==> config.mk <==
export PLATFORM = sky130hd
export DESIGN_NAME = boot_device_flat
export DESIGN_NICKNAME = d
export VERILOG_FILES = /design/src/loader_pkg.sv /design/src/loader_link_if.sv /design/src/uart_byte_port.sv /design/src/boot_device.sv /design/src/flat_wrapper.sv
export VERILOG_INCLUDE_DIRS = /design/src
export SDC_FILE = /design/constraint.sdc
export NUM_CORES = 1
export LEC_CHECK = 0
export BUFFER_PORTS_ARGS = -buffer_cell sky130_fd_sc_hd__buf_2
export CORE_ASPECT_RATIO = 1.75
export CORE_MARGIN = 2
export CORE_UTILIZATION = 64
export DETAILED_ROUTE_END_ITERATION = 10
export PLACE_DENSITY = 0.86
export SYNTH_ARGS = -nofsm -noshare
export SYNTH_HDL_FRONTEND = slang
export SYNTH_SLANG_ARGS = --single-unit
export TNS_END_PERCENT = 10
==> constraint.sdc <==
create_clock -name core_clk -period 5.7 [get_ports core_clk]
set_clock_uncertainty 0.2 [all_clocks]
set_input_delay 1.14 -clock core_clk [delete_from_list [all_inputs] [get_ports core_clk]]
set_output_delay 1.14 -clock core_clk [all_outputs]
set_load 0.05 [all_outputs]
==> src/loader_params.svh <==
// constants of the serial boot loader link
`ifndef LOADER_PARAMS_SVH
`define LOADER_PARAMS_SVH
`define CLK_HZ       25000000
`define LINK_BAUD    230400
`define HOST_DIV     (`CLK_HZ / `LINK_BAUD)
`define TIMEOUT_S    5
`define TIMEOUT_CYC  (`TIMEOUT_S * `CLK_HZ)
`define DIV_MIN      16'h0008
`define DIV_MAX      16'h0FFF
`define PROBE_BYTE   8'h86
`define CMD_RAM      8'h10
`define CMD_SUM      8'h20
`define CMD_INFO     8'h30
`define CMD_ERASE    8'h40
`define CMD_PROT     8'h60
`define ACK_OK_LO    4'h0
`define ACK_BAD_LO   4'h1
`define ACK_PROT_LO  4'h6
`define ACK_RXE_LO   4'h8
`define PWD_LEN      16'h000C
`define HDR_LEN      16'h0006
`define RAM_LO       32'h00001000
`define RAM_HI       32'h00001DFF
`define PROT_RST     2'h0
`define PROT_ALL     2'h3
`endif

==> src/loader_pkg.sv <==
// state types for the two ends of the boot loader link, one enum for each end
package loader_pkg;
  typedef enum logic [3:0] {
    D_PROBE = 4'h0,
    D_MEAS  = 4'h1,
    D_TAIL  = 4'h2,
    D_ARM   = 4'h3,
    D_HALT  = 4'h4,
    D_CMD   = 4'h5,
    D_PWD   = 4'h6,
    D_HDR   = 4'h7,
    D_DATA  = 4'h8,
    D_RUN   = 4'h9
  } dev_state_t;
  typedef enum logic [1:0] {
    H_IDLE = 2'h0,
    H_SEND = 2'h1,
    H_WAIT = 2'h2
  } host_state_t;
endpackage

==> src/loader_link_if.sv <==
// serial link between boot controller and device
`timescale 1ns/1ns
interface loader_link_if;
  logic ctl_txd;
  logic dev_txd;
  modport device (input ctl_txd, output dev_txd);
  modport controller (output ctl_txd, input dev_txd);
endinterface

==> src/uart_byte_port.sv <==
// byte-wide asynchronous serial receiver and transmitter
`timescale 1ns/1ns
module uart_byte_port (
  input  wire logic        core_clk,
  input  wire logic        resetn,
  input  wire logic [15:0] div,
  input  wire logic        rx_en,
  input  wire logic        rxd,
  output logic             rxd_s,
  output logic             rx_valid,
  output logic [7:0]       rx_data,
  output logic             rx_err,
  input  wire logic        tx_start,
  input  wire logic [7:0]  tx_data,
  output logic             tx_busy,
  output logic             txd
);
  logic        meta_q;
  logic        ract_q;
  logic [15:0] rcnt_q;
  logic [3:0]  rbit_q;
  logic [15:0] tcnt_q;
  logic [3:0]  tbit_q;
  logic [8:0]  tsh_q;

  // two-stage synchroniser on the line
  always_ff @(posedge core_clk or negedge resetn) begin
    if (!resetn) begin
      meta_q <= 1'b1;
      rxd_s  <= 1'b1;
    end else begin
      meta_q <= rxd;
      rxd_s  <= meta_q;
    end
  end

  // receiver: start, eight data bits lsb first, stop, sampled mid-bit
  always_ff @(posedge core_clk or negedge resetn) begin
    if (!resetn) begin
      ract_q   <= 1'b0;
      rcnt_q   <= 16'h0000;
      rbit_q   <= 4'h0;
      rx_valid <= 1'b0;
      rx_data  <= 8'h00;
      rx_err   <= 1'b0;
    end else begin
      rx_valid <= 1'b0;
      if (!ract_q) begin
        if (rx_en && !rxd_s) begin
          ract_q <= 1'b1;
          rcnt_q <= div >> 1;
          rbit_q <= 4'h0;
        end
      end else if (rcnt_q != 16'h0000) begin
        rcnt_q <= rcnt_q - 16'h0001;
      end else begin
        rcnt_q <= div - 16'h0001;
        rbit_q <= rbit_q + 4'h1;
        if (rbit_q == 4'h0 && rxd_s) begin
          ract_q <= 1'b0; // glitch, not a start bit
        end else if (rbit_q >= 4'h1 && rbit_q <= 4'h8) begin
          rx_data <= {rxd_s, rx_data[7:1]};
        end else if (rbit_q == 4'h9) begin
          ract_q   <= 1'b0;
          rx_valid <= 1'b1;
          rx_err   <= !rxd_s;
        end
      end
    end
  end

  // transmitter: shifts start, data lsb first, then stop
  always_ff @(posedge core_clk or negedge resetn) begin
    if (!resetn) begin
      tx_busy <= 1'b0;
      txd     <= 1'b1;
      tcnt_q  <= 16'h0000;
      tbit_q  <= 4'h0;
      tsh_q   <= 9'h1FF;
    end else if (!tx_busy) begin
      if (tx_start) begin
        tx_busy <= 1'b1;
        txd     <= 1'b0;
        tsh_q   <= {1'b1, tx_data};
        tbit_q  <= 4'h9;
        tcnt_q  <= div - 16'h0001;
      end
    end else if (tcnt_q != 16'h0000) begin
      tcnt_q <= tcnt_q - 16'h0001;
    end else if (tbit_q == 4'h0) begin
      tx_busy <= 1'b0;
    end else begin
      txd    <= tsh_q[0];
      tsh_q  <= {1'b1, tsh_q[8:1]};
      tbit_q <= tbit_q - 4'h1;
      tcnt_q <= div - 16'h0001;
    end
  end
endmodule

==> src/boot_device.sv <==
// device end of the serial boot loader: probe, commands, RAM transfer
`timescale 1ns/1ns
`include "loader_params.svh"
module boot_device (
  input  wire logic                core_clk,
  input  wire logic                resetn,
  loader_link_if.device            link,
  input  wire logic [95:0]         pwd_ref,
  input  wire logic [15:0]         flash_sum,
  input  wire logic [1:0]          prot_strap,
  output logic                     ram_we,
  output logic [31:0]              ram_addr,
  output logic [7:0]               ram_wdata,
  output logic                     exec_start,
  output logic [31:0]              exec_addr,
  output logic                     erase_start,
  output logic                     prot_set,
  output logic [1:0]               prot_state,
  output logic                     halted
);
  import loader_pkg::*;

  dev_state_t  state_q;
  logic        init_q;
  logic        rx_en_q;
  logic [15:0] div_q;
  logic [16:0] cnt_q;
  logic [3:0]  last_hi_q;
  logic [3:0]  cur_hi_q;
  logic [15:0] idx_q;
  logic [7:0]  sum_q;
  logic        err_q;
  logic        pwd_ok_q;
  logic [47:0] hdr_q;
  logic [31:0] base_q;
  logic [15:0] len_q;
  logic [7:0]  txq_q [0:3];
  logic [2:0]  txn_q;
  logic [1:0]  txp_q;
  logic        tx_go_q;
  logic [7:0]  tx_byte_q;
  logic        rxd_s;
  logic        rx_valid;
  logic [7:0]  rx_data;
  logic        rx_err;
  logic        tx_busy;
  logic [7:0]  total;
  logic        bad;

  // reply to a finished block: receive error first, then checksum
  function automatic logic [7:0] blk_ack(input logic e, input logic [7:0] t,
                                         input logic p, input logic [3:0] hi);
    if (e)
      blk_ack = {hi, `ACK_RXE_LO};
    else if (t != 8'h00 || !p)
      blk_ack = {hi, `ACK_BAD_LO};
    else
      blk_ack = {hi, `ACK_OK_LO};
  endfunction

  function automatic logic [7:0] pwd_byte(input logic [95:0] r, input logic [3:0] i);
    pwd_byte = r[i*8 +: 8];
  endfunction

  uart_byte_port u_port (
    .core_clk (core_clk),
    .resetn   (resetn),
    .div      (div_q),
    .rx_en    (rx_en_q),
    .rxd      (link.ctl_txd),
    .rxd_s    (rxd_s),
    .rx_valid (rx_valid),
    .rx_data  (rx_data),
    .rx_err   (rx_err),
    .tx_start (tx_go_q),
    .tx_data  (tx_byte_q),
    .tx_busy  (tx_busy),
    .txd      (link.dev_txd)
  );

  // running block sum including this byte, and its error state
  assign total = sum_q + rx_data;
  assign bad   = err_q | rx_err;

  // ----------------------------------------------------------------
  // command interpreter
  // ----------------------------------------------------------------
  always_ff @(posedge core_clk or negedge resetn) begin
    if (!resetn) begin
      state_q     <= D_PROBE;
      init_q      <= 1'b0;
      rx_en_q     <= 1'b0;
      div_q       <= `DIV_MIN;
      cnt_q       <= 17'h00000;
      last_hi_q   <= 4'h0;
      cur_hi_q    <= 4'h0;
      idx_q       <= 16'h0000;
      sum_q       <= 8'h00;
      err_q       <= 1'b0;
      pwd_ok_q    <= 1'b1;
      hdr_q       <= 48'h000000000000;
      base_q      <= 32'h00000000;
      len_q       <= 16'h0000;
      txq_q[0]    <= 8'h00;
      txq_q[1]    <= 8'h00;
      txq_q[2]    <= 8'h00;
      txq_q[3]    <= 8'h00;
      txn_q       <= 3'h0;
      txp_q       <= 2'h0;
      tx_go_q     <= 1'b0;
      tx_byte_q   <= 8'h00;
      ram_we      <= 1'b0;
      ram_addr    <= 32'h00000000;
      ram_wdata   <= 8'h00;
      exec_start  <= 1'b0;
      exec_addr   <= 32'h00000000;
      erase_start <= 1'b0;
      prot_set    <= 1'b0;
      prot_state  <= `PROT_RST;
      halted      <= 1'b0;
    end else begin
      init_q      <= 1'b1;
      tx_go_q     <= 1'b0;
      ram_we      <= 1'b0;
      exec_start  <= 1'b0;
      erase_start <= 1'b0;
      prot_set    <= 1'b0;
      if (!init_q)
        prot_state <= prot_strap; // protection state caught after release
      // drain the reply queue one byte at a time
      if (txn_q != 3'h0 && !tx_busy && !tx_go_q) begin
        tx_go_q   <= 1'b1;
        tx_byte_q <= txq_q[txp_q];
        txp_q     <= txp_q + 2'h1;
        txn_q     <= txn_q - 3'h1;
      end
      unique case (state_q)
        D_PROBE: begin
          if (init_q && !rxd_s) begin
            cnt_q   <= 17'h00001;
            state_q <= D_MEAS;
          end
        end
        D_MEAS: begin
          if (rxd_s) begin
            cnt_q <= 17'h00000;
            if (cnt_q[16:1] < `DIV_MIN || cnt_q[16:1] > `DIV_MAX) begin
              state_q <= D_HALT;
            end else begin
              div_q   <= cnt_q[16:1];
              state_q <= D_TAIL;
            end
          end else if (cnt_q != 17'h1FFFF) begin
            cnt_q <= cnt_q + 17'h00001;
          end
        end
        D_TAIL: begin
          cnt_q <= cnt_q + 17'h00001;
          if (cnt_q[16:3] == {1'b0, div_q[12:0]}) begin
            rx_en_q <= 1'b1;
            state_q <= D_ARM;
          end
        end
        D_ARM: begin
          txq_q[0] <= `PROBE_BYTE;
          txp_q    <= 2'h0;
          txn_q    <= 3'h1;
          state_q  <= D_CMD;
        end
        D_HALT: halted <= 1'b1;
        D_CMD: begin
          if (rx_valid) begin
            txp_q    <= 2'h0;
            txn_q    <= 3'h1;
            idx_q    <= 16'h0000;
            sum_q    <= 8'h00;
            err_q    <= 1'b0;
            pwd_ok_q <= 1'b1;
            cur_hi_q <= rx_data[7:4];
            txq_q[0] <= rx_data;
            if (rx_err) begin
              txq_q[0] <= {last_hi_q, `ACK_RXE_LO};
            end else begin
              unique case (rx_data)
                `CMD_RAM: begin
                  if (prot_state != `PROT_RST) begin
                    txq_q[0] <= {last_hi_q, `ACK_PROT_LO};
                  end else begin
                    last_hi_q <= rx_data[7:4];
                    state_q   <= D_PWD;
                  end
                end
                `CMD_PROT: begin
                  last_hi_q <= rx_data[7:4];
                  state_q   <= D_PWD;
                end
                `CMD_ERASE: begin
                  last_hi_q   <= rx_data[7:4];
                  erase_start <= 1'b1;
                  prot_state  <= `PROT_RST;
                end
                `CMD_SUM: begin
                  last_hi_q <= rx_data[7:4];
                  txq_q[1]  <= flash_sum[15:8];
                  txq_q[2]  <= flash_sum[7:0];
                  txq_q[3]  <= 8'h00 - (flash_sum[15:8] + flash_sum[7:0]);
                  txn_q     <= 3'h4;
                end
                `CMD_INFO: last_hi_q <= rx_data[7:4];
                default: txq_q[0] <= {last_hi_q, `ACK_BAD_LO};
              endcase
            end
          end
        end
        D_PWD: begin
          if (rx_valid) begin
            sum_q <= total;
            err_q <= bad;
            idx_q <= idx_q + 16'h0001;
            if (idx_q < `PWD_LEN) begin
              if (rx_data != pwd_byte(pwd_ref, idx_q[3:0]))
                pwd_ok_q <= 1'b0;
            end else begin
              txq_q[0] <= blk_ack(bad, total, pwd_ok_q, cur_hi_q);
              txp_q    <= 2'h0;
              txn_q    <= 3'h1;
              state_q  <= D_CMD;
              if (blk_ack(bad, total, pwd_ok_q, cur_hi_q) == {cur_hi_q, `ACK_OK_LO}) begin
                idx_q <= 16'h0000;
                sum_q <= 8'h00;
                err_q <= 1'b0;
                if (cur_hi_q == `CMD_RAM >> 4) begin
                  state_q <= D_HDR;
                end else begin
                  prot_state <= `PROT_ALL;
                  prot_set   <= 1'b1;
                end
              end
            end
          end
        end
        D_HDR: begin
          if (rx_valid) begin
            sum_q <= total;
            err_q <= bad;
            idx_q <= idx_q + 16'h0001;
            if (idx_q < `HDR_LEN) begin
              hdr_q <= {hdr_q[39:0], rx_data};
            end else begin
              txq_q[0] <= blk_ack(bad, total, 1'b1, cur_hi_q);
              txp_q    <= 2'h0;
              txn_q    <= 3'h1;
              state_q  <= D_CMD;
              if (!bad && total == 8'h00) begin
                base_q  <= hdr_q[47:16];
                len_q   <= hdr_q[15:0];
                idx_q   <= 16'h0000;
                sum_q   <= 8'h00;
                err_q   <= 1'b0;
                state_q <= D_DATA;
              end
            end
          end
        end
        D_DATA: begin
          if (rx_valid) begin
            sum_q <= total;
            err_q <= bad;
            idx_q <= idx_q + 16'h0001;
            if (idx_q < len_q) begin
              ram_we    <= 1'b1;
              ram_addr  <= base_q + {16'h0000, idx_q};
              ram_wdata <= rx_data;
            end else begin
              txq_q[0] <= blk_ack(bad, total, 1'b1, cur_hi_q);
              txp_q    <= 2'h0;
              txn_q    <= 3'h1;
              state_q  <= D_CMD;
              if (!bad && total == 8'h00) begin
                exec_start <= 1'b1;
                exec_addr  <= base_q;
                state_q    <= D_RUN;
              end
            end
          end
        end
        D_RUN: halted <= 1'b0;
        default: state_q <= D_PROBE;
      endcase
    end
  end
endmodule

==> src/flat_wrapper.sv <==
// flat-port wrapper written by rule: the top's interface ports become plain ports
module boot_device_flat import loader_pkg::*;
  (core_clk, resetn, pwd_ref, flash_sum, prot_strap, ram_we, ram_addr, ram_wdata, exec_start, exec_addr, erase_start, prot_set, prot_state, halted, link_ctl_txd, link_dev_txd);
  loader_link_if link_i ();
  input  wire logic core_clk;
  input  wire logic resetn;
  input  wire logic [95:0] pwd_ref;
  input  wire logic [15:0] flash_sum;
  input  wire logic [1:0] prot_strap;
  output logic ram_we;
  output logic [31:0] ram_addr;
  output logic [7:0] ram_wdata;
  output logic exec_start;
  output logic [31:0] exec_addr;
  output logic erase_start;
  output logic prot_set;
  output logic [1:0] prot_state;
  output logic halted;
  input wire logic [$bits(link_i.ctl_txd)-1:0] link_ctl_txd;
  output wire logic [$bits(link_i.dev_txd)-1:0] link_dev_txd;
  assign link_i.ctl_txd = link_ctl_txd;
  assign link_dev_txd = link_i.dev_txd;
  boot_device u_core (.core_clk(core_clk), .resetn(resetn), .link(link_i), .pwd_ref(pwd_ref), .flash_sum(flash_sum), .prot_strap(prot_strap), .ram_we(ram_we), .ram_addr(ram_addr), .ram_wdata(ram_wdata), .exec_start(exec_start), .exec_addr(exec_addr), .erase_start(erase_start), .prot_set(prot_set), .prot_state(prot_state), .halted(halted));
endmodule
==> results.sh, run 1 <==
export IMPL_synthesis_nets=2038
export IMPL_cts_setup_buffers=0
export IMPL_io_buffers=196
export IMPL_report_final_slew_viol_count=0
export IMPL_gp_congestion=0.918
export IMPL_synth_area_top_cells="dfrtp_1 45%, mux2_2 8.7%, nand2_1 4.6%, ha_1 4.2%, mux4_2 3.8%"
export IMPL_rr_endpoint="u_core.base_q[17]"
export IMPL_yosys_warnings=0
export IMPL_io_pins=197
export IMPL_gr_usage_all_layers=0.313
export IMPL_cts_root_buf="clkbuf_16"
export IMPL_register_area_um2=8950
export IMPL_dr_pass1_iters=6
export IMPL_worstHoldStart="u_core.u_port.meta_q"
export IMPL_worstMarginPinSlew_ps=1210
export IMPL_clockPowerShare=0.361
export IMPL_p_leak_nw=10.4
export IMPL_holdPathStages=0
export IMPL_htree_levels=2
export IMPL_cts_sinks=357
export IMPL_drive_gt1_frac=0.242
export IMPL_hp_class="reg -> reg"
export IMPL_synthToLayoutAreaGrowth_pct=12.3
export IMPL_grt_pass1_vias=15400
export IMPL_cts_buffers=34
export IMPL_p_seq_frac=0.470
export IMPL_crit_slowest_cell="and3_4"
export IMPL_drt_total_wl_mm=48.3
export IMPL_r2r_setup_slack_ps=1720
export IMPL_synth_edf_count=0
export IMPL_ant_nets=0
export IMPL_place_area_um2=20400
export IMPL_fillers=2077
export IMPL_rows=84
export IMPL_synth_seq_cells=357
export IMPL_die_y_um=233
export IMPL_syn_cell_area_um2=19200
export IMPL_multi_input_area_um2=9560
export IMPL_tns_ps=0
export IMPL_synthTopCellsByCount="344 x dfrtp_1, 235 x nand2_1, 149 x mux2_2, 138 x o21ai_0, 106 x nor2_1"
export IMPL_fp_dieW_um=135
export IMPL_synth_most_common_cell="dfrtp_1"
export IMPL_antenna_found_initial=0
export IMPL_nNetsFinal=2191
export IMPL_clockBufferDepth=3
export IMPL_rsz0062_at_grt="no"
export IMPL_num_antenna_cells=0
export IMPL_worstPathRequired_ps=5910
export IMPL_grt_max_degree=126
export IMPL_vdd_drop_max_uv=272
export IMPL_crit_chain="ha_1 -> fa_1 -> a211oi_2 -> or4_1 -> o311ai_2 -> nor4_2 -> and2_1 -> and3_4 -> mux2_2"
export IMPL_yosysTopAreaCellShare=0.448
export IMPL_setup_violations=0
export IMPL_clkTransAtPathRegs_ps=70
export IMPL_cp_start_kind="flip-flop"
export IMPL_p_per_area_nw_per_um2=300
export IMPL_core_area_um2=29800
export IMPL_synth_ff_type="dfrtp_1"
export IMPL_yosysSeqAreaShare=0.466
export IMPL_worstSkewPairLatency_ps=530
export IMPL_dieArea_um2=31500
export IMPL_ctsResizeCount=0
export IMPL_critPathBufInv=0
export IMPL_synth_avg_cell_area_um2=10.4
export IMPL_overflow=0
export IMPL_drc=0
export IMPL_intPower_mw=4.59
export IMPL_switchingPower_mw=1.89
export IMPL_finalHoldViolCount=0
export IMPL_fmax_mhz=251
export IMPL_period_share=0.698
export IMPL_start_util=0.644
export IMPL_cp_arrival_ps=4190
export IMPL_worstSetupPathType="reg -> reg"
export IMPL_drv_cap=0
export IMPL_grt_pass1_wl_mm=78.1
export IMPL_cts_hold_buf=0
export IMPL_viasPerCell=6.24
export IMPL_vias=15100
export IMPL_reg2reg_from="u_core.u_port.rx_data[0]"
export IMPL_pwr_share_comb=0.169
export IMPL_synthCells=1853
export IMPL_path_max_fanout=49
export IMPL_drtIter0Drc=1214
export IMPL_relSlewSlack=0.188
export IMPL_cts_tree="yes"
export IMPL_p_total_mw=6.48
export IMPL_wl_per_cell_um=20.0
export IMPL_hpwl_mm=34.1
export IMPL_reg2reg_depth=9
export IMPL_ys_types=85
export IMPL_synth_largest_area_cell="dfrtp_1"
export IMPL_fin_area_um2=21600
export IMPL_crit_path_end_kind="flip-flop"
export IMPL_critPathTopFamily="simple AND/OR/NAND/NOR gates"
export IMPL_switching_share=0.292
export IMPL_async_reset_ff_frac=1.00
export IMPL_holdPathEnd="u_core.u_port.rxd_s"
export IMPL_period_minus_slack_ps=3980
export IMPL_status="finished, final reports clean"
export IMPL_critical_path_max_stage_delay_ps=700
-- per-stage QoR --
| step | utilization | hold slack [ps] | setup WS [ps] | instances |
|---|---|---|---|---|
| after floorplan | - | 145 | 2350 | 1853 |
| after global placement | 0.684 | 148 | 1860 | 2357 |
| after detailed placement | 0.684 | 150 | 1790 | 2357 |
| after CTS | 0.723 | 159 | 1740 | 2416 |
| after global routing | 0.723 | 164 | 1350 | 2416 |
| final | 0.723 | 157 | 1720 | 2416 |
-- cell usage in the layout, fill, tap and decap left out, types with 9 or more instances in the layout --
cell type,instances
a211oi_1,14
a22o_1,10
or3_1,18
nor3_1,34
dfrtp_1,343
xnor2_1,54
nor2b_1,11
inv_1,78
xor2_1,43
dfstp_2,13
a21o_1,14
nand3_1,41
or4_1,12
nor2_1,106
mux4_2,32
and3_1,14
buf_2,195
nand2b_1,11
nand2_1,235
o22ai_1,9
o21ai_0,138
o31ai_1,15
clkbuf_16,34
ha_1,65
nor4_1,20
mux2_4,9
mux2_2,149
buf_4,15
mux2i_1,30
and2_1,9
o211ai_1,12
nor3b_1,9
nand3b_1,17
a21oi_1,65
a31oi_1,16
nand4_1,23
-- registers in the layout, indices dropped and copies added (netlist names), 16 cells and up --
register,cells
u_core.txq_q,32
u_core.ram_addr,32
u_core.u_port.rcnt_q,16
u_core.cnt_q,17
u_core.idx_q,16
u_core.div_q,16
u_core.hdr_q,48
u_core.exec_addr,32
u_core.u_port.tcnt_q,16
u_core.base_q,32
u_core.len_q,16
-- routing by layer --
| metal | share of wire | track usage | routed length (um) |
|---|---|---|---|
| met2 | 0.53 | 0.566 | 25600 |
| met1 | 0.36 | 0.352 | 17600 |
| met5 | 0 | 0 | 0 |
| met4 | 0.060 | 0.179 | 2910 |
| met3 | 0.044 | 0.0382 | 2120 |
-- final cells by class --
cell class / count / share of cell area
clock buffers: 43 / 0.0443
clock inverters: 16 / 0.00876
inverters: 81 / 0.0141
multi-input cells: 1320 / 0.443
flip-flops and latches: 357 / 0.415
well taps: 387 / 0.0224
repair buffers: 212 / 0.0521
-- kinds of logic after synthesis --
family	Yosys count	share of synthesized area
other cells	1	0.000195
simple gates	582	0.146
mux	220	0.148
flops	357	0.466
xor+xnor	97	0.0442
compound gates	352	0.114
fa+ha+maj	68	0.0455
buf+inv	176	0.0370
-- power groups by stage --
stage	sequential (mW)	clock, mW	combinational (mW)
2_1_floorplan	2.96	0	0.866
3_3_place_gp	3.06	0	1.03
3_5_place_dp	3.08	0	1.08
4_1_cts	3.04	2.37	1.09
5_1_grt	3.08	2.46	1.23
6_report	3.05	2.34	1.09
-- worst max-delay path by stage --
stage	startpoint	endpoint	cells after the start
floorplan	u_core.u_port.rx_data[0]	u_core.len_q[10]	13
global placement	u_core.u_port.rx_data[0]	u_core.base_q[18]	9
detailed placement	u_core.u_port.rx_data[0]	u_core.base_q[20]	9
finish	u_core.u_port.rx_data[0]	u_core.base_q[17]	9
CTS	u_core.u_port.rx_data[0]	u_core.base_q[17]	9
global route	u_core.state_q[1]	u_core.txq_q[14]	6
No activity file was read; power rests on OpenSTA's default activity.
==> run 2: changes to the inputs <==
--- a/config.mk
+++ b/config.mk
@@ -6,12 +6,13 @@
 export SDC_FILE = /design/constraint.sdc
 export NUM_CORES = 1
 export LEC_CHECK = 0
+export ABC_AREA = 1
 export BUFFER_PORTS_ARGS = -buffer_cell sky130_fd_sc_hd__buf_2
 export CORE_ASPECT_RATIO = 1.75
 export CORE_MARGIN = 2
-export CORE_UTILIZATION = 64
+export CORE_UTILIZATION = 60
 export DETAILED_ROUTE_END_ITERATION = 10
-export PLACE_DENSITY = 0.86
+export PLACE_DENSITY = 0.81
 export SYNTH_ARGS = -nofsm -noshare
 export SYNTH_HDL_FRONTEND = slang
 export SYNTH_SLANG_ARGS = --single-unit
==> constraint.sdc (replaced) <==
create_clock -name core_clk -period 4.2 [get_ports core_clk]
set_clock_uncertainty 0.2 [all_clocks]
set_input_delay 0.84 -clock core_clk [delete_from_list [all_inputs] [get_ports core_clk]]
set_output_delay 0.84 -clock core_clk [all_outputs]
set_load 0.05 [all_outputs]
==> results.sh, run 2 <==
export IMPL_drtIter0Drc=1112
export IMPL_drv_cap=0
export IMPL_register_area_um2=8950
export IMPL_fp_dieW_um=141
export IMPL_synth_largest_area_cell="dfrtp_1"
export IMPL_worst_slack_ps=753
export IMPL_cts_root_buf="clkbuf_16"
export IMPL_nNetsFinal=2943
export IMPL_cts_buffers=36
export IMPL_dieArea_um2=34600
export IMPL_grt_max_degree=97
export IMPL_fmax_mhz=290
export IMPL_grt_pass1_vias=17800
export IMPL_htree_levels=2
export IMPL_rows=88
export IMPL_worstMarginPinSlew_ps=1130
export IMPL_drt_total_wl_mm=55.4
export IMPL_p_per_area_nw_per_um2=403
export IMPL_syn_cell_area_um2=19800
export IMPL_gr_usage_all_layers=0.320
export IMPL_p_leak_nw=11.2
export IMPL_dr_pass1_iters=6
export IMPL_synth_ff_type="dfrtp_1"
export IMPL_vias=18000
export IMPL_status="finished, final reports clean"
export IMPL_async_reset_ff_frac=1.00
export IMPL_report_final_slew_viol_count=0
export IMPL_vdd_drop_max_uv=297
export IMPL_rr_endpoint="u_core.exec_addr[8]"
export IMPL_synthCells=2604
export IMPL_cp_start_kind="flip-flop"
export IMPL_yosys_warnings=0
export IMPL_die_y_um=244
export IMPL_setup_violations=0
export IMPL_yosysSeqAreaShare=0.452
export IMPL_r2r_setup_slack_ps=750
export IMPL_period_share=0.821
export IMPL_reg2reg_from="u_core.u_port.rx_data[0]"
export IMPL_layout_common_cells="770 x nand2_1, 344 x dfrtp_1, 272 x inv_1, 234 x o21ai_0, 233 x nor2_1"
export IMPL_crit_path_end_kind="flip-flop"
export IMPL_hpwl_mm=40.9
export IMPL_layout_commonest_cell="nand2_1"
export IMPL_synth_edf_count=0
export IMPL_period_minus_slack_ps=3450
export IMPL_largest_register="u_core.hdr_q"
export IMPL_finalHoldViolCount=0
export IMPL_antenna_found_initial=0
export IMPL_clockBufferDepth=3
export IMPL_synthToLayoutAreaGrowth_pct=12.2
export IMPL_wl_per_cell_um=17.4
export IMPL_cts_tree="yes"
export IMPL_ctsResizeCount=0
export IMPL_ant_nets=0
export IMPL_grt_pass1_wl_mm=88.3
export IMPL_core_area_um2=32700
export IMPL_relSlewSlack=0.244
export IMPL_synthTopCellsByCount="771 x nand2_1, 344 x dfrtp_1, 272 x inv_1, 234 x o21ai_0, 233 x nor2_1"
export IMPL_cts_sinks=357
export IMPL_synth_seq_cells=357
export IMPL_io_buffers=196
export IMPL_path_max_fanout=33
export IMPL_drive_gt1_frac=0.124
export IMPL_num_antenna_cells=0
export IMPL_cts_hold_buf=0
export IMPL_fillers=2722
export IMPL_cts_setup_buffers=0
export IMPL_synth_area_top_cells="dfrtp_1 43%, nand2_1 15%, o21ai_0 5.9%, inv_1 5.2%, nor2_1 4.4%"
export IMPL_drc=0
export IMPL_yosysTopAreaCellShare=0.434
export IMPL_ys_types=59
export IMPL_hp_class="in -> async"
export IMPL_largest_reg_flops=48
export IMPL_rsz0062_at_grt="no"
export IMPL_tns_ps=0
export IMPL_clkTransAtPathRegs_ps=60
export IMPL_reg2reg_depth=10
export IMPL_worstSkewPairLatency_ps=550
export IMPL_overflow=0
export IMPL_preCtsSetupSlack_ps=765
export IMPL_synthesis_nets=2789
export IMPL_multi_input_area_um2=9270
export IMPL_cp_arrival_ps=3740
export IMPL_start_util=0.606
export IMPL_worstPathRequired_ps=4490
export IMPL_io_pins=197
export IMPL_synth_avg_cell_area_um2=7.61
export IMPL_gp_congestion=0.952
export IMPL_synth_most_common_cell="nand2_1"
export IMPL_worstSetupPathType="reg -> reg"
export IMPL_viasPerCell=5.66
[run 2: layout make-up]
cell class	instances	area share
multi-input cells	1857	0.417
clock buffers	55	0.0491
repair buffers	210	0.0521
well taps	405	0.0228
clock inverters	10	0.00636
flip-flops and latches	357	0.403
inverters	296	0.0500
[run 2: worst max path at each step]
stage / start / end / depth (start not counted)
2_1_floorplan: u_core.idx_q[1] / u_core.ram_addr[26] / 14
3_3_place_gp: u_core.u_port.rx_data[0] / u_core.exec_addr[25] / 10
3_5_place_dp: u_core.u_port.rx_data[0] / u_core.exec_addr[13] / 10
4_1_cts: u_core.u_port.rx_data[0] / u_core.exec_addr[13] / 10
5_1_grt: u_core.u_port.rx_data[0] / u_core.exec_addr[27] / 13
6_report: u_core.u_port.rx_data[0] / u_core.exec_addr[8] / 10
[run 2: logic make-up (layout without fill, tap and decap cells)]
group,Yosys count,after routing,share of synthesized area
AO/OA/AOI/OAI,484,484,0.133
buffers and inverters,390,571,0.0806
flip-flops,357,357,0.452
multiplexers,6,6,0.00341
adder cells (fa/ha/maj),68,68,0.0441
AND/OR/NAND/NOR,1226,1226,0.255
XOR/XNOR,72,72,0.0322
other,1,1,0.000189
[run 2: stage by stage]
step	utilization	power, mW	instances	hold WS (ps)	cell area, um2
floorplan	-	5.19	2604	145	19800
CTS	0.680	9.00	3190	103	22200
global placement	0.642	5.61	3125	148	21000
detailed placement	0.642	5.67	3125	149	21000
finish	0.680	8.97	3190	61.6	22200
global route	0.680	9.39	3190	119	22200
[run 2: worst max-delay path: stages, from the launching register on]
cell,delay [ps]
dfrtp_1,400
ha_1,250
fa_1,420
xor2_1,180
nor3_1,160
nand2_1,90
nor2_2,180
nand3_2,420
nor2_4,840
nand2_1,140
nand2_1,110
[run 2: power breakdown]
| part | leakage [nW] | switching, mW | internal (mW) |
|---|---|---|---|
| combinational | 5.92 | 1.06 | 0.571 |
| clock | 0.602 | 1.39 | 1.94 |
| sequential | 4.71 | 0.231 | 3.77 |
| total | 11.2 | 2.69 | 6.28 |
[run 2: layer usage]
| layer | GRT usage | up-vias | wire [um] |
|---|---|---|---|
| met2 | 0.565 | 580 | 28800 |
| met5 | 0 | - | 0 |
| met4 | 0.232 | 0 | 4370 |
| li1 | - | 8693 | - |
| met3 | 0.0401 | 225 | 2330 |
| met1 | 0.349 | 8544 | 19900 |
==> run 3: changes to the inputs <==
--- a/config.mk
+++ b/config.mk
@@ -6,7 +6,7 @@
 export SDC_FILE = /design/constraint.sdc
 export NUM_CORES = 1
 export LEC_CHECK = 0
-export ABC_AREA = 1
+export ABC_AREA = 0
 export BUFFER_PORTS_ARGS = -buffer_cell sky130_fd_sc_hd__buf_2
 export CORE_ASPECT_RATIO = 1.75
 export CORE_MARGIN = 2
==> constraint.sdc (replaced) <==
create_clock -name core_clk -period 3.4 [get_ports core_clk]
set_clock_uncertainty 0.2 [all_clocks]
set_input_delay 0.68 -clock core_clk [delete_from_list [all_inputs] [get_ports core_clk]]
set_output_delay 0.68 -clock core_clk [all_outputs]
set_load 0.05 [all_outputs]
==> results.sh, run 3 (synthesized netlist as in run 1, its figures left out) <==
export IMPL_critPathTopFamily="simple AND/OR/NAND/NOR gates"
export IMPL_worstSkewPairLatency_ps=570
export IMPL_vdd_drop_max_uv=445
export IMPL_wl_per_cell_um=19.3
export IMPL_crit_chain="ha_1 -> fa_1 -> a211oi_2 -> or4_1 -> o311ai_2 -> nor4_2 -> and2_4 -> and3_4 -> buf_4 -> mux2_2"
export IMPL_clockBufferDepth=3
export IMPL_overflow=0
export IMPL_synthToLayoutAreaGrowth_pct=13.8
export IMPL_worstMarginPinSlew_ps=1280
export IMPL_nNetsFinal=2227
export IMPL_dieArea_um2=33500
export IMPL_crit_path_end_kind="flip-flop"
export IMPL_holdWs_ps=30.0
export IMPL_grt_max_degree=72
export IMPL_drc=0
export IMPL_vias=15000
export IMPL_largest_register="u_core.hdr_q"
export IMPL_grt_pass1_vias=15300
export IMPL_ant_nets=0
export IMPL_relSlewSlack=0.141
export IMPL_period_share=0.945
export IMPL_gp_congestion=0.944
export IMPL_setup_violations=0
export IMPL_cts_sinks=357
export IMPL_antenna_found_initial=0
export IMPL_layout_commonest_cell="dfrtp_1"
export IMPL_drt_total_wl_mm=47.4
export IMPL_fp_dieW_um=139
export IMPL_io_buffers=196
export IMPL_dpl_cell_count=2404
export IMPL_worstPathRequired_ps=3650
export IMPL_grt_pass1_wl_mm=77.2
export IMPL_place_area_um2=20800
export IMPL_cts_setup_buffers=0
export IMPL_drtIter0Drc=1056
export IMPL_path_max_fanout=13
export IMPL_fin_area_um2=21900
export IMPL_io_pins=197
export IMPL_layout_common_cells="343 x dfrtp_1, 235 x nand2_1, 195 x buf_2, 149 x mux2_2, 138 x o21ai_0"
export IMPL_critPathBufInv=1
export IMPL_hpwl_mm=35.3
export IMPL_worstSetupPathType="reg -> reg"
export IMPL_finalHoldViolCount=0
export IMPL_core_area_um2=31500
export IMPL_largest_reg_flops=48
export IMPL_cts_root_buf="clkbuf_16"
export IMPL_cts_buffers=31
export IMPL_report_final_slew_viol_count=0
export IMPL_p_leak_nw=10.6
export IMPL_clkTransAtPathRegs_ps=70
export IMPL_stdcell_count=2461
export IMPL_rows=86
export IMPL_status="finished, final reports clean"
export IMPL_gr_usage_all_layers=0.284
export IMPL_die_y_um=241
export IMPL_period_minus_slack_ps=3210
export IMPL_final_core_util=0.693
export IMPL_tns_ps=0
export IMPL_cp_arrival_ps=3470
export IMPL_num_antenna_cells=0
export IMPL_start_util=0.609
export IMPL_dr_pass1_iters=6
export IMPL_htree_levels=1
export IMPL_viasPerCell=6.10
export IMPL_critical_path_max_stage_delay_ps=430
export IMPL_p_per_area_nw_per_um2=485
export IMPL_drive_gt1_frac=0.255
export IMPL_cp_start_kind="flip-flop"
export IMPL_hp_class="in -> reg"
export IMPL_fmax_mhz=311
export IMPL_cts_tree="yes"
export IMPL_drv_cap=0
export IMPL_crit_slowest_cell="fa_1"
==> run 3: report_power, final <==
part / leakage, nW / switching [mW] / total (mW) / internal [mW]
logic: 5.43 / 1.05 / 1.93 / 0.880
clock network: 0.509 / 1.59 / 3.62 / 2.03
registers: 4.65 / 0.437 / 5.06 / 4.63
==> run 3: per-layer routing <==
metal  GRT usage  wire [um]  part of all wire  vias to the layer above
met5           0          0                 0                        -
met4       0.144       2430             0.051                        0
met3      0.0274       1870             0.039                      143
met2       0.530      25500              0.54                      526
met1       0.324      17600              0.37                     7367
li1            -          -                 -                     6984
==> run 3: layout make-up <==
type                            instances  area (um2)
Clock inverter                         15         165
Multi-Input combinational cell       1320        9570
Clock buffer                           41         873
Timing Repair Buffer                  251        1490
Fill cell                            2324        9670
Sequential cell                       357        8950
Tap cell                              396         495
Inverter                               81         304
==> run 3: final timing paths <==
kind                                          startpoint                      to  cells after the start  slack [ps]
worst max register to register  u_core.u_port.rx_data[0]       u_core.base_q[17]                     10         190
worst min-delay path                        link_ctl_txd    u_core.u_port.meta_q                      1          30
worst min register to register      u_core.u_port.meta_q     u_core.u_port.rxd_s                      0         160
worst max-delay path            u_core.u_port.rx_data[0]       u_core.base_q[17]                     10         190
min in group asynchronous                         resetn         u_core.hdr_q[2]                      2         480
max in group asynchronous                         resetn  u_core.u_port.tsh_q[1]                      3        1680
==> run 3: worst register-to-register path: cells and delay by family, from the launching register on <==
family	cells	cell delay, ps
and+or+nand+nor	4	840
adders and majority gates	2	670
AOI/OAI and AO/OA	2	420
DFF	1	380
muxes	1	370
buffers and inverters	1	230
==> run 3: timing repair <==
item,4_1_cts,5_1_grt
hold buffers,1,0
setup endpoints to repair,0,94
gates resized for setup,0,3
hold endpoints to repair,64,0
==> run 3: stage by stage <==
step / power [mW] / setup WS [ps]
after CTS: 10.6 / 51.5
final: 10.6 / 186
after floorplan: 6.41 / 45.8
after global routing: 11.1 / -13.0
after detailed placement: 7.03 / 98.1
after global placement: 6.92 / 135
